<file path="src/slave_port_pkg.sv">
// constants, field layout and pin bundle for the slave port mailbox.
// assumes a single 40 MHz clock and an AXI4-Lite register bus on the core side.
package slave_port_pkg;
	localparam int unsigned NUM_DATA = 3;
	localparam int unsigned ADDR_W = 8;
	// core-side register byte offsets
	localparam logic [ADDR_W-1:0] OFF_DATA0 = 8'h00;
	localparam logic [ADDR_W-1:0] OFF_DATA1 = 8'h04;
	localparam logic [ADDR_W-1:0] OFF_DATA2 = 8'h08;
	localparam logic [ADDR_W-1:0] OFF_STATUS = 8'h0c;
	localparam logic [ADDR_W-1:0] OFF_INT_STATUS = 8'h10;
	localparam logic [ADDR_W-1:0] OFF_INT_MASK = 8'h14;
	// master-side select value of the status register
	localparam logic [1:0] SEL_STATUS = 2'h3;
	// status register bit positions
	localparam int unsigned ST_M2S_FULL_LSB = 0;
	localparam int unsigned ST_S2M_FULL_LSB = 3;
	localparam int unsigned ST_M2S_ATTN = 6;
	localparam int unsigned ST_S2M_ATTN = 7;
	// interrupt status / mask bit positions
	localparam int unsigned INT_W = 3;
	localparam int unsigned INT_M2S_ZERO = 0;
	localparam int unsigned INT_ATTN_ACK = 1;
	localparam int unsigned INT_STATUS_WR = 2;
	// reset values
	localparam logic [7:0] DATA_RST = 8'h00;
	localparam logic [INT_W-1:0] INT_MASK_RST = 3'h0;
	// bus responses
	localparam logic [1:0] RESP_OKAY = 2'h0;
	localparam logic [1:0] RESP_SLVERR = 2'h2;

	// master pins, sampled together through the synchroniser
	typedef struct packed {
		logic wr_n;
		logic rd_n;
		logic cs_n;
		logic [1:0] sel;
		logic [7:0] data;
	} master_pins_s;
endpackage

</file>
<file path="src/slave_port_mailbox.sv">
// slave port mailbox: three bytes each way between an external master and the core.
// assumes master pins are asynchronous to clk and strobes last several clk periods.
`timescale 1ns/1ps

// What this block does
// RQ1 - three master-to-slave and three slave-to-master byte registers, plus one status register
// RQ2 - master picks the register with two select lines, decoded here
// RQ3 - master writes master-to-slave registers, core reads them
// RQ4 - core writes slave-to-master registers, master reads them
// RQ5 - a read at a select returns the other direction's register, both sides
// RQ6 - master's write strobe latches its data byte into the selected register
// RQ7 - a master write to the status register is accepted too
// RQ8 - master read strobe drives selected slave-to-master register or status onto bus
// RQ9 - core write of register zero raises the attention line to the master
// RQ10 - master write of register zero raises a core interrupt when enabled
// RQ11 - only register zero accesses and master status writes raise attention or interrupts, never registers one, two
// RQ12 - status shows pending register-zero requests from either side
// RQ13 - each data register has a full flag set by the writing side
// RQ14 - the full flag clears when the receiving side reads that register
// RQ15 - a write sets full even when the byte is unchanged
// RQ16 - full and attention flag positions in status are fixed and documented
// RQ17 - the reader's access to register zero clears that side's pending request
module slave_port_mailbox (
	input wire logic clk,
	input wire logic nrst,
	input wire logic [slave_port_pkg::ADDR_W-1:0] awaddr,
	input wire logic awvalid,
	output logic awready,
	input wire logic [31:0] wdata,
	input wire logic [3:0] wstrb,
	input wire logic wvalid,
	output logic wready,
	output logic [1:0] bresp,
	output logic bvalid,
	input wire logic bready,
	input wire logic [slave_port_pkg::ADDR_W-1:0] araddr,
	input wire logic arvalid,
	output logic arready,
	output logic [31:0] rdata,
	output logic [1:0] rresp,
	output logic rvalid,
	input wire logic rready,
	input wire slave_port_pkg::master_pins_s m_pins,
	output logic [7:0] m_data_out,
	output logic m_data_oe_n,
	output logic m_attn,
	output logic irq
);
	import slave_port_pkg::*;

	// one-hot decode of a data register index, used for pins and bus
	function automatic logic [NUM_DATA-1:0] data_onehot(input logic [1:0] idx);
		logic [NUM_DATA-1:0] oh;
		oh = '0;
		case (idx)
			2'h0: oh = 3'h1;
			2'h1: oh = 3'h2;
			2'h2: oh = 3'h4;
			default: oh = 3'h0;
		endcase
		return oh;
	endfunction

	// bus address to data register index, 3 when not a data register
	function automatic logic [1:0] addr_idx(input logic [ADDR_W-1:0] a);
		logic [1:0] r;
		r = 2'h3;
		if (a == OFF_DATA0) r = 2'h0;
		else if (a == OFF_DATA1) r = 2'h1;
		else if (a == OFF_DATA2) r = 2'h2;
		return r;
	endfunction

	master_pins_s m_s1_q, m_s2_q, m_s3_q;
	logic [7:0] m2s_q [NUM_DATA];
	logic [7:0] s2m_q [NUM_DATA];
	logic [NUM_DATA-1:0] m2s_full_q, m2s_full_d, s2m_full_q, s2m_full_d;
	logic m2s_attn_q, m2s_attn_d, s2m_attn_q, s2m_attn_d;
	logic [INT_W-1:0] int_sts_q, int_sts_d, int_mask_q, int_mask_d;
	logic aw_hold_q, w_hold_q, awready_q, wready_q, bvalid_q, arready_q, rvalid_q;
	logic [ADDR_W-1:0] aw_addr_q;
	logic [31:0] w_data_q, rdata_q;
	logic [3:0] w_strb_q;
	logic [1:0] bresp_q, rresp_q;
	logic [7:0] m_data_out_q;
	logic m_data_oe_n_q, m_attn_q, irq_q;

	// two-flop synchroniser, third stage for edge detection and for the strobed data, select and chip select
	always_ff @(posedge clk) begin
		m_s1_q <= m_pins;
		m_s2_q <= m_s1_q;
		m_s3_q <= m_s2_q;
	end

	// master strobe ends; data and select taken from the stage before the edge
	wire m_wr_ev = !m_s3_q.wr_n && m_s2_q.wr_n && !m_s3_q.cs_n; // see RQ6
	wire m_rd_ev = !m_s3_q.rd_n && m_s2_q.rd_n && !m_s3_q.cs_n;
	wire [NUM_DATA-1:0] m_wr_data = m_wr_ev ? data_onehot(m_s3_q.sel) : 3'h0; // see RQ2
	wire [NUM_DATA-1:0] m_rd_data = m_rd_ev ? data_onehot(m_s3_q.sel) : 3'h0;
	wire m_wr_status = m_wr_ev && (m_s3_q.sel == SEL_STATUS); // see RQ7
	wire m_rd_active = !m_s2_q.rd_n && !m_s2_q.cs_n; // see RQ8

	// bus handshakes
	wire aw_take = awvalid && awready_q;
	wire w_take = wvalid && wready_q;
	wire wr_fire = aw_hold_q && w_hold_q && !bvalid_q;
	wire aw_hold_d = (aw_hold_q || aw_take) && !wr_fire;
	wire w_hold_d = (w_hold_q || w_take) && !wr_fire;
	wire bvalid_d = wr_fire || (bvalid_q && !bready);
	wire ar_take = arvalid && arready_q;
	wire rvalid_d = ar_take || (rvalid_q && !rready);

	// core-side decode; only byte lane 0 carries data
	wire [1:0] w_idx = addr_idx(aw_addr_q);
	wire [1:0] r_idx = addr_idx(araddr);
	wire w_lane0 = w_strb_q[0];
	wire [NUM_DATA-1:0] sw_wr_data = (wr_fire && w_lane0) ? data_onehot(w_idx) : 3'h0; // see RQ4
	wire [NUM_DATA-1:0] sw_rd_data = ar_take ? data_onehot(r_idx) : 3'h0; // see RQ3
	wire sw_wr_mask = wr_fire && w_lane0 && (aw_addr_q == OFF_INT_MASK);
	wire sw_rd_int = ar_take && (araddr == OFF_INT_STATUS);
	wire w_mapped = (w_idx != 2'h3) || (aw_addr_q == OFF_INT_MASK) ||
		(aw_addr_q == OFF_STATUS) || (aw_addr_q == OFF_INT_STATUS);
	wire r_mapped = (r_idx != 2'h3) || (araddr == OFF_STATUS) ||
		(araddr == OFF_INT_STATUS) || (araddr == OFF_INT_MASK);

	// flags: a set in the same cycle as its clear wins, so no store is lost
	assign m2s_full_d = (m2s_full_q & ~sw_rd_data) | m_wr_data; // see RQ13 see RQ14 see RQ15
	assign s2m_full_d = (s2m_full_q & ~m_rd_data) | sw_wr_data; // see RQ13 see RQ14 see RQ15
	assign m2s_attn_d = (m2s_attn_q && !sw_rd_data[0]) || m_wr_data[0]; // see RQ10 see RQ17
	// master may also acknowledge attention by writing status with that bit set
	wire m_ack = m_rd_data[0] || (m_wr_status && m_s3_q.data[ST_S2M_ATTN]);
	assign s2m_attn_d = (s2m_attn_q && !m_ack) || sw_wr_data[0]; // see RQ9 see RQ11 see RQ17

	// status layout is fixed by package positions; core reads registered flags, master the next-state flags
	wire [7:0] status_w = {s2m_attn_q, m2s_attn_q, s2m_full_q, m2s_full_q}; // see RQ12 see RQ16
	wire [7:0] status_d = {s2m_attn_d, m2s_attn_d, s2m_full_d, m2s_full_d};

	// core interrupt: sticky events, cleared by reading int status, gated by mask
	wire [INT_W-1:0] int_ev = {m_wr_status, m_rd_data[0], m_wr_data[0]}; // see RQ10 see RQ11
	assign int_sts_d = (int_sts_q & ~{INT_W{sw_rd_int}}) | int_ev;
	assign int_mask_d = sw_wr_mask ? w_data_q[INT_W-1:0] : int_mask_q;

	// core read mux: data offsets return master-to-slave bytes
	wire [7:0] r_byte = (r_idx != 2'h3) ? m2s_q[r_idx] : // see RQ5
		(araddr == OFF_STATUS) ? status_w :
		(araddr == OFF_INT_STATUS) ? {5'h00, int_sts_q} :
		(araddr == OFF_INT_MASK) ? {5'h00, int_mask_q} : 8'h00;
	// master read mux: data selects return slave-to-master bytes
	wire [7:0] m_byte = (m_s2_q.sel == SEL_STATUS) ? status_d : s2m_q[m_s2_q.sel]; // see RQ5

	// data registers; master bytes come from the synchronised bus
	always_ff @(posedge clk) begin
		for (int i = 0; i < NUM_DATA; i++) begin
			if (!nrst) m2s_q[i] <= DATA_RST;
			else if (m_wr_data[i]) m2s_q[i] <= m_s3_q.data; // see RQ1 see RQ6
			if (!nrst) s2m_q[i] <= DATA_RST;
			else if (sw_wr_data[i]) s2m_q[i] <= w_data_q[7:0]; // see RQ1 see RQ4
		end
	end

	// flag state and interrupt registers
	always_ff @(posedge clk) begin
		if (!nrst) begin
			m2s_full_q <= 3'h0;
			s2m_full_q <= 3'h0;
			m2s_attn_q <= 1'b0;
			s2m_attn_q <= 1'b0;
			int_sts_q <= 3'h0;
			int_mask_q <= INT_MASK_RST;
			irq_q <= 1'b0;
			m_attn_q <= 1'b0;
		end else begin
			m2s_full_q <= m2s_full_d;
			s2m_full_q <= s2m_full_d;
			m2s_attn_q <= m2s_attn_d;
			s2m_attn_q <= s2m_attn_d;
			int_sts_q <= int_sts_d;
			int_mask_q <= int_mask_d;
			irq_q <= |(int_sts_d & int_mask_d);
			m_attn_q <= s2m_attn_d; // see RQ9
		end
	end

	// master data bus: driven while read strobe and chip select are low
	always_ff @(posedge clk) begin
		if (!nrst) begin
			m_data_out_q <= 8'h00;
			m_data_oe_n_q <= 1'b1;
		end else begin
			m_data_out_q <= m_byte; // see RQ8
			m_data_oe_n_q <= !m_rd_active;
		end
	end

	// write channel: address and data taken in either order
	always_ff @(posedge clk) begin
		if (!nrst) begin
			aw_hold_q <= 1'b0;
			w_hold_q <= 1'b0;
			awready_q <= 1'b0;
			wready_q <= 1'b0;
			bvalid_q <= 1'b0;
			bresp_q <= RESP_OKAY;
			aw_addr_q <= '0;
			w_data_q <= 32'h0000_0000;
			w_strb_q <= 4'h0;
		end else begin
			aw_hold_q <= aw_hold_d;
			w_hold_q <= w_hold_d;
			awready_q <= !aw_hold_d;
			wready_q <= !w_hold_d;
			bvalid_q <= bvalid_d;
			if (aw_take) aw_addr_q <= awaddr;
			if (w_take) w_data_q <= wdata;
			if (w_take) w_strb_q <= wstrb;
			if (wr_fire) bresp_q <= w_mapped ? RESP_OKAY : RESP_SLVERR;
		end
	end

	// read channel: one read at a time, answer one cycle after address
	always_ff @(posedge clk) begin
		if (!nrst) begin
			arready_q <= 1'b0;
			rvalid_q <= 1'b0;
			rdata_q <= 32'h0000_0000;
			rresp_q <= RESP_OKAY;
		end else begin
			arready_q <= !rvalid_d;
			rvalid_q <= rvalid_d;
			if (ar_take) rdata_q <= {24'h00_0000, r_byte};
			if (ar_take) rresp_q <= r_mapped ? RESP_OKAY : RESP_SLVERR;
		end
	end

	assign awready = awready_q;
	assign wready = wready_q;
	assign bvalid = bvalid_q;
	assign bresp = bresp_q;
	assign arready = arready_q;
	assign rvalid = rvalid_q;
	assign rdata = rdata_q;
	assign rresp = rresp_q;
	assign m_data_out = m_data_out_q;
	assign m_data_oe_n = m_data_oe_n_q;
	assign m_attn = m_attn_q;
	assign irq = irq_q;
endmodule

</file>
<file path="config.mk">
export PLATFORM = sky130hd
export DESIGN_NAME = slave_port_mailbox
export DESIGN_NICKNAME = d
export VERILOG_FILES = /design/src/slave_port_pkg.sv /design/src/slave_port_mailbox.sv
export SDC_FILE = /design/constraint.sdc
export NUM_CORES = 1
export LEC_CHECK = 0
export BUFFER_PORTS_ARGS = -buffer_cell sky130_fd_sc_hd__buf_2
export CAP_MARGIN = 20
export CORE_ASPECT_RATIO = 1.2
export CORE_MARGIN = 2
export CORE_UTILIZATION = 53
export CTS_CLUSTER_SIZE = 24
export DETAILED_ROUTE_END_ITERATION = 10
export PLACE_DENSITY = 0.85
export SYNTH_ARGS = -nofsm -noshare
export SYNTH_HDL_FRONTEND = slang
export SYNTH_SLANG_ARGS = --single-unit
</file>
<file path="constraint.sdc">
create_clock -name clk -period 2.4 [get_ports clk]
set_clock_uncertainty 0.1 [all_clocks]
set_input_delay 0 -clock clk [delete_from_list [all_inputs] [get_ports clk]]
set_output_delay 0 -clock clk [all_outputs]
set_load 0.1 [all_outputs]
</file>
; Yosys cells after proc, flatten, opt, wreduce, memory -nomap -nowiden
; Memories as Yosys holds them, arrays and structs flattened. A register that Yosys moved wholly into a read port is not among the register bits.
; Cells that the tools add are included.
[totals]
ff_bits = 99
ramBits = 48
elab_cells = 176
mem_count = 2
[mem_list]
columns = name, depth, word_bits, read_ports, rd_clocked_by_memory_dff, write_ports, line_no
row1 = m2s_q, 3, 8, 1, 0, 3, slave_port_mailbox.sv:75  ; logic [7:0] m2s_q [NUM_DATA];
row2 = s2m_q, 3, 8, 1, 1, 3, slave_port_mailbox.sv:76  ; logic [7:0] s2m_q [NUM_DATA];
[op_classes]
eq_ne = 20
n_mux = 46
bitwise = 16
n_reduce_logical = 55
[op_table]
columns = operator, n
row1 = two-way mux 8 bit, 9
row2 = "== test 8 x 4 -> 1 bit, second input constant", 4
row3 = "== test 8 x 5 -> 1 bit, second input constant", 4
row4 = case mux 3 bit (3 select lines), 3
row5 = logical AND 1 bit, 21
row6 = two-way mux 1 bit, 21
row7 = two-way mux 3 bit, 7
row8 = "== test 8 x 3 -> 1 bit, second input constant", 2
row9 = logical NOT 8 bit, 2
row10 = logical NOT 1 bit, 15
row11 = logical OR 1 bit, 13
row12 = AND 3 bit, 4
row13 = two-way mux 2 bit, 6
row14 = "== test 2 bit, second input constant", 5
row15 = inverter 3 bit, 3
row16 = bitwise OR 3 bit, 3
row17 = "== test 2 x 1 -> 1 bit, second input constant", 3
row18 = logical NOT 2 bit, 3
row19 = bitwise OR 1 bit, 6
row20 = "!= test 2 bit, second input constant", 2
row21 = OR reduction 3 bit, 1

; Logic depth before layout (Yosys ltp)
; Gate-level depths: netlist (run 1).
[logic_depth]
word_depth = 11
depth_mapped = 6
ltp_nobuf = 5

; Least setup slack after synthesis (run 1)
; Ideal clock, no wire load.
[synth_path]
path_type = register to register
start = register arready_q, in the netlist arready
end = register irq_q, in the netlist irq
t_arrival_ps = 2315
t_required_ps = 2173
setup_slack_ps = -142
stages_incl_launch_ff = 6
n_path_buf = 0
period_less_slack_ps = 2542
cell_sequence = dfxtp_1 > nand3b_1 > or4_4 > a21oi_2 > nor3_1 > or3_1
[synth_between]
elab_chain_cells = 7
[synth_rtl]
columns = element, line_no
row1 = start: declaration, slave_port_mailbox.sv:80  ; logic aw_hold_q, w_hold_q, awready_q, wready_q, bvalid_q, arready_q, rvalid_q;
row2 = start signal: assignment, slave_port_mailbox.sv:228  ; arready_q <= !rvalid_d;
row3 = logical AND 1 bit, slave_port_mailbox.sv:110  ; wire ar_take = arvalid && arready_q;
row4 = logical AND 1 bit, slave_port_mailbox.sv:120  ; wire sw_rd_int = ar_take && (araddr == OFF_INT_STATUS);
row5 = inverter 3 bit, slave_port_mailbox.sv:140  ; assign int_sts_d = (int_sts_q & ~{INT_W{sw_rd_int}}) | int_ev;
row6 = AND 3 bit, slave_port_mailbox.sv:140
row7 = bitwise OR 3 bit, slave_port_mailbox.sv:140
row8 = AND 3 bit, slave_port_mailbox.sv:179  ; irq_q <= |(int_sts_d & int_mask_d);
row9 = OR reduction 3 bit, slave_port_mailbox.sv:179
row10 = end signal: assignment, slave_port_mailbox.sv:179
row11 = end: declaration, slave_port_mailbox.sv:86  ; logic m_data_oe_n_q, m_attn_q, irq_q;
; No other way between the ends.
; A chain may end at the register's enable or synchronous reset.

==> summary.txt, run 1 <==
Logic synthesis
  • Top post-synthesis cells by count: dfxtp_1 (97), nand2_1 (52), edfxtp_1 (48)
  • Seq cells post-synth: 145
  • Cell with the most instances after synthesis: dfxtp_1
  • Synth area leader: dfxtp_1
  • Synth async-reset ratio: 0%
  • Synth top area share: 36.1%
  • Netlist cell types: 45
  • Mean cell area of the mapped netlist: 11.1 um2
  • Yosys synthesis warning count: 0
  • Ys flop type: dfxtp_1
  • Synth Cell Area: 5390 um2
  • EDFF count, synth: 48
  • Mapped Cells: 484
  • Post-synthesis sequential area ratio: 62.8%
  • Top post-synthesis cells by area: dfxtp_1 (36%), edfxtp_1 (27%), a21oi_1 (3.7%), buf_4 (3.6%), nand2_1 (3.6%)

Floorplan
  • Row cnt: 40
  • Core ar.: 9960 um2
  • Initial core utilization: 54.1%
  • Die width: 96.0 um
  • Die Footprint: 11000 um2
  • Die height: 114 um
  • Io pins: 124

Route
  • WL final: 11300 um
  • 1st-iter DRT viols: 208
  • Antenna-violating nets left: 0
  • Via count: 4003
  • # DRC: 0
  • Vias per cell: 5.29
  • Wire per inst: 14.9 um
  • DRT Pass-1 Iters: 5

Job
  • Number of max-cap violations: 0

Cells and area
  • Layout Area Growth over Synthesis: 28.4%
  • Finished layout cell area: 6910 um2
  • Nets: 689
  • Diodes inserted: 0
  • Ratio of cells with drive above 1 in the final layout: 19.8%

Min path
  • Worst hold path class: in -> reg
  • Worst Hold Depth: 5

Critical path
  • Bufs and invs on worst path: 0
  • Worst Path Class, Setup: reg -> reg
  • Slowest cell on crit path: or3b_2
  • CP arrival: 2140 ps
  • Stages on the worst setup path: 4
  • Crit path max-delay family: simple AND/OR/NAND/NOR gates
  • Element type at the critical path start: flop
  • Worst reg2reg path depth: 4
  • Worst setup EP type: flop
  • Worst Path Required: 2390 ps
  • Critical path, cell by cell: nor4_1, nand4_1, or3b_2, nand2_1
  • CP Max Fanout: 8
  • Worst path max stage delay: 540 ps

Outcome
  • Status: finished, final reports clean

Clock tree
  • CTS tree: done
  • Resized Gates After CTS: 0
  • H-tree levels: 4
  • CTS root buf: clkbuf_16
  • CTS buffer count: 17
  • Clock latency on the worst-skew pair: 420 ps
  • Clk slew on worst S/H paths: 60 ps
  • Clock Tree Buf Depth: 2
  • CTS sink cnt: 145

STA
  • RSZ-0062 raised after global routing: no
  • Tmin final: 2150 ps
  • Max Fclk: 0.465 GHz
  • Final Slew Violations: 0
  • Period utilization: 89.6%
  • Final setup TNS: 0 ps
  • Hold Vio Cnt, Final: 0
  • Worst relative slew slack: 60.1%
  • # setup viols final: 0
  • Worst hold slack: 26.9 ps
  • Actual slew at the worst max-slew pin: 598 ps

GRT
  • Initial antenna violation count: 0
  • First-pass GRT wire length: 17800 um
  • Tot GR Track Use: 21.6%
  • GR Overflow Total: 0
  • GR Layer Usage met3: 6.19%
  • Pin count of the biggest net entering global routing: 45
  • GR Layer Usage met2: 36.7%
  • GRT Max-Usage Layer: met2
  • Met1 global-route usage: 24.9%
  • Vias in the first global route: 3805

Place
  • GP Congestion: 0.812
  • DP Area: 5780 um2
  • Detailed Place HPWL: 7230 um
  • PortBufs: 70

Pwr
  • Leakage: 2.93 nW
  • VDD IR max: 483 uV
  • Pwr Density: 843 nW/um2
-- logic make-up (layout without fill, tap and decap cells) --
logic type             Yosys count  count (layout)  synth area share (%)
and+or+nand+nor                183             183                  17.5
DFF                            145             145                  62.8
AOI/OAI and AO/OA               75              75                  8.60
buffers and inverters           58             179                  5.88
muxes                           22              22                  5.11
other                            1              26                0.0696
-- area by class of cell --
class,count,area [um2]
flip-flops and latches,145,3380
clock inverters,13,119
inverters,13,48.8
fillers,661,3050
well taps,126,158
multi-input cells,306,1780
clock buffers,19,454
repair buffers,134,971
-- worst reg2reg max path, delay by kind of cell, from the launching register on --
| family | cells | cell delay (ps) |
|---|---|---|
| DFF | 1 | 320 |
| and+or+nand+nor | 4 | 1410 |
-- cell usage in the layout (no fill, tap or decap), types with 5 or more instances in the layout --
cell	n
mux2i_1	14
dfxtp_1	96
nor2_1	32
nand3_1	10
buf_2	70
buf_4	8
inv_6	5
inv_1	13
nand2_1	52
o22ai_1	5
edfxtp_1	48
and2_1	26
dlygate4sd3_1	56
and3_1	25
nand2b_1	7
o221ai_1	8
nor3_1	5
conb_1	26
a21oi_1	40
clkbuf_16	18
-- power breakdown --
group,switching [mW],internal (mW)
Sequential,0.0578,2.64
Clock,1.02,1.50
Combinational,0.450,0.161
Total,1.53,4.30
-- sequential cells by signal, summed over array words and instances (netlist names), 3 cells and up --
name        cells
aw_addr_q       8
int_mask_q      3
int_sts_q       3
m2s_full_q      3
m2s_q          24
m_data_out      8
m_s1_q         13
m_s2_q         13
m_s3_q         13
rdata           8
s2m_full_q      3
s2m_q          24
w_data_q        8
-- through the flow --
stage          cells  util [%]  setup slack (ps)  power, mW
6_report         756      69.4               249       5.83
5_1_grt          756      69.4              70.8       6.01
4_1_cts          756      69.4               244       5.85
3_5_place_dp     668      58.0               252       3.28
3_3_place_gp     668      58.0               267       3.27
2_1_floorplan    509         -              62.9       3.21
-- per-layer routing --
metal | vias to the layer above | routed length [um]
li1 | 1925 | -
met5 | - | 0
met3 | 26 | 813
met4 | 0 | 298
met2 | 199 | 5740
met1 | 1853 | 4410
-- final timing paths --
path	from	endpoint	slack, ps
max	aw_addr_q[0]$_SDFFE_PN0P_	s2m_q[1][5]$_SDFFCE_PN0P_	250
min	araddr[6]	int_sts_q[0]$_SDFF_PN0_	30
max reg2reg	aw_addr_q[0]$_SDFFE_PN0P_	s2m_q[1][5]$_SDFFCE_PN0P_	250
min reg2reg	m_s2_q[6]$_DFF_P_	m_s3_q[6]$_DFF_P_	220
-- what timing repair did --
action,4_1_cts,5_1_grt
buffers inserted,0,0
hold buffers,56,0
hold endpoints to repair,55,0
No activity file was read; power rests on OpenSTA's default activity.
==> inputs of run 2 (changes only) <==
--- a/config.mk
+++ b/config.mk
@@ -12,6 +12,7 @@
 export CORE_UTILIZATION = 53
 export CTS_CLUSTER_SIZE = 24
 export DETAILED_ROUTE_END_ITERATION = 10
+export GPL_TIMING_DRIVEN = 0
 export PLACE_DENSITY = 0.85
 export SYNTH_ARGS = -nofsm -noshare
 export SYNTH_HDL_FRONTEND = slang
==> constraint.sdc (replaced) <==
create_clock -name clk -period 2.1 [get_ports clk]
set_clock_uncertainty 0.1 [all_clocks]
set_input_delay 0 -clock clk [delete_from_list [all_inputs] [get_ports clk]]
set_output_delay 0 -clock clk [all_outputs]
set_load 0.1 [all_outputs]
==> run 2 against run 1 <==
- register-to-register slack worse by 210 ps
- via count up 6.8%
- die area unchanged
- worst setup slack lost 210 ps
- maximum frequency rose by 4.3%
- flip-flop and latch count is the same
- sequential power rose by 14%
- count of clock-buffer cells in the layout is 3 higher
- sequential share of layout area decreased by 2.0 points
- cell count up 4.4%
==> summary.txt, run 2 (synthesis results as in run 1) <==
Clock tree
  • H-tree levels: 4 (unchanged)
  • CTS root buf: clkbuf_16 (unchanged)
  • CTS buffer count: 17 (unchanged)
  • CTS tree: done (unchanged)
  • Clk slew on worst S/H paths: 60 ps (about the same)
  • CTS sink cnt: 145 (unchanged)
  • Clock latency on the worst-skew pair: 410 ps (was 420 ps)
  • Clock Tree Buf Depth: 2 (unchanged)

Min path
  • Hold path endpoint: int_sts_q[2]$_SDFF_PN0_ (was int_sts_q[0]$_SDFF_PN0_)
  • Hold_sp: araddr[7] (was araddr[6])
  • Worst Hold Depth: 5 (unchanged)
  • Worst hold path class: in -> reg (unchanged)

Critical path
  • R2R Path End: s2m_q[0][3]$_SDFFCE_PN0P_ (was s2m_q[1][5]$_SDFFCE_PN0P_)
  • Worst Path Required: 2100 ps (was 2390 ps)
  • Worst reg2reg path depth: 4 (unchanged)
  • Worst Path Class, Setup: reg -> reg (unchanged)
  • CP Max Fanout: 8 (unchanged)
  • Element type at the critical path start: flop (unchanged)
  • Reg2reg setup slack: 40 ps (was 250 ps)
  • Worst R2R Start: aw_addr_q[0]$_SDFFE_PN0P_ (unchanged)
  • CP arrival: 2060 ps (was 2140 ps)
  • Worst setup EP type: flop (unchanged)

Outcome
  • Status: finished, final reports clean (unchanged)

Pwr
  • Power Internal: 5.16 mW (was 4.30 mW)
  • Leakage: 3.08 nW (was 2.93 nW)
  • Switch share: 25.3% (was 26.3%)
  • Clk network pwr share: 44.4% (was 43.3%)
  • Combinational Power Share: 11.1% (was 10.5%)
  • Sequential power share: 44.5% (was 46.2%)
  • VDD IR max: 540 uV (was 483 uV)
  • Net switching power: 1.75 mW (was 1.53 mW)
  • Pwr Density: 958 nW/um2 (was 843 nW/um2)

STA
  • Hold Vio Cnt, Final: 0 (unchanged)
  • Actual slew at the worst max-slew pin: 844 ps (was 598 ps)
  • Max Fclk: 0.485 GHz (was 0.465 GHz)
  • # setup viols final: 0 (unchanged)
  • Final setup TNS: 0 ps (unchanged)
  • Period utilization: 98.2% (was 89.6%)
  • Worst relative slew slack: 43.7% (was 60.1%)
  • Tmin final: 2060 ps (was 2150 ps)
  • Final Slew Violations: 0 (unchanged)

Floorplan
  • Io pins: 124 (unchanged)
  • Die Footprint: 11000 um2 (unchanged)
  • Row cnt: 40 (unchanged)
  • Core ar.: 9960 um2 (unchanged)
  • Initial core utilization: 54.1% (unchanged)
  • Die height: 114 um (unchanged)
  • Die width: 96.0 um (unchanged)

GRT
  • Tot GR Track Use: 23.4% (was 21.6%)
  • Vias in the first global route: 4127 (was 3805)
  • First-pass GRT wire length: 19300 um (was 17800 um)
  • Initial antenna violation count: 0 (unchanged)
  • Pin count of the biggest net entering global routing: 17 (was 45)
  • GR Overflow Total: 0 (unchanged)

Place
  • Placed cell count: 701 (was 668)
  • Detailed Place HPWL: 8160 um (was 7230 um)
  • GP Congestion: 0.865 (was 0.812)
  • PortBufs: 66 (was 70)

Route
  • # DRC: 0 (unchanged)
  • WL final: 12800 um (was 11300 um)
  • 1st-iter DRT viols: 403 (was 208)
  • Antenna-violating nets left: 0 (unchanged)
  • Via count: 4274 (was 4003)
  • Wire per inst: 16.2 um (was 14.9 um)
  • Vias per cell: 5.42 (was 5.29)
  • DRT Pass-1 Iters: 6 (was 5)

Cells and area
  • Nets: 721 (was 689)
  • Layout fillers: 682 (was 661)
  • Commonest non-fill, non-tap cell in the layout: dfxtp_1 (unchanged)
  • Fin cells: 789 (was 756)
  • Layout Area Growth over Synthesis: 33.9% (was 28.4%)
  • Biggest regs: m2s_q (24), s2m_q (24) (unchanged)
  • Ratio of cells with drive above 1 in the final layout: 23.1% (was 19.8%)
  • Most frequent cells in the layout: dfxtp_1 (95), buf_2 (67), dlygate4sd3_1 (53) (was dfxtp_1 (96), buf_2 (70), dlygate4sd3_1 (56))

Job
  • Number of max-cap violations: 0 (unchanged)
run 2: cell count changes in the layout (fill, tap and decap cells not counted), sizes merged:
cell and delta:
bufinv +1, diode +1, clkinv -1, dlymetal6s4s +1
dlygate4sd3 -3, clkbuf +16, buf +21, inv -3
run 2: how the worst max path moves through the flow:
stage	cells after the start	slack (ps)	to	from
5_1_grt	4	-20	s2m_q[1][6]$_SDFFCE_PN0P_	aw_addr_q[0]$_SDFFE_PN0P_
4_1_cts	3	30	m2s_q[0][7]$_SDFFCE_PN0P_	m_s2_q[12]$_DFF_P_
3_3_place_gp	4	-30	s2m_q[0][4]$_SDFFCE_PN0P_	aw_addr_q[0]$_SDFFE_PN0P_
2_1_floorplan	4	50	s2m_q[1][0]$_SDFFCE_PN0P_	bvalid$_SDFF_PN0_
3_5_place_dp	4	-80	s2m_q[0][3]$_SDFFCE_PN0P_	aw_addr_q[0]$_SDFFE_PN0P_
6_report	4	40	s2m_q[0][3]$_SDFFCE_PN0P_	aw_addr_q[0]$_SDFFE_PN0P_
run 2: per-layer routing:
layer,wire [um],vias to the layer above,GRT usage (%)
met5,0,-,0
met4,436,0,12.8
met3,982,49,5.13
met2,6520,238,40.0
met1,4810,1987,27.0
li1,-,2000,-
run 2: what timing repair did:
item,in CTS,in global routing
cloned,0,0
buffers inserted,0,1
hold endpoints to repair,42,0
pin swaps,0,1
setup endpoints to repair,41,57
gates resized for setup,6,10
hold buffers,54,0
run 2: worst max-delay path: stages, from the launching register on:
cell and delay, ps:
dfxtp_1 320, nor4_2 330, nand4_1 230, nor3_1 430, nand2b_2 340
run 2: final cells by class:
| type | instances | area (um2) | share of cell area (%) |
|---|---|---|---|
| clock buffer | 22 | 497 | 6.89 |
| timing repair buffer | 121 | 881 | 12.2 |
| buffer | 45 | 268 | 3.71 |
| tap | 126 | 158 | 2.19 |
| sequential | 145 | 3390 | 47.0 |
| antenna | 1 | 2.50 | 0.0347 |
| inverter | 13 | 48.8 | 0.677 |
| clock inverter | 10 | 118 | 1.63 |
| multi-input combinational | 306 | 1850 | 25.7 |
run 2: power by group through the flow:
stage	clock network [mW]	registers, mW	logic, mW
global route	3.19	3.09	0.806
finish	3.07	3.08	0.766
floorplan	0	3.25	0.420
global placement	0	3.12	0.660
detailed placement	0	3.13	0.669
CTS	3.07	3.07	0.748
run 2: through the flow:
step,setup WS [ps],cell area (um2),hold WS (ps),total power [mW],utilization (%)
2_1_floorplan,52.7,5490,-72.3,3.67,-
3_3_place_gp,-33.9,5970,1.90,3.78,60.0
3_5_place_dp,-79.2,5970,3.56,3.80,60.0
4_1_cts,33.0,7150,0.984,6.89,71.8
5_1_grt,-18.4,7210,33.9,7.09,72.4
6_report,38.6,7210,29.6,6.91,72.4
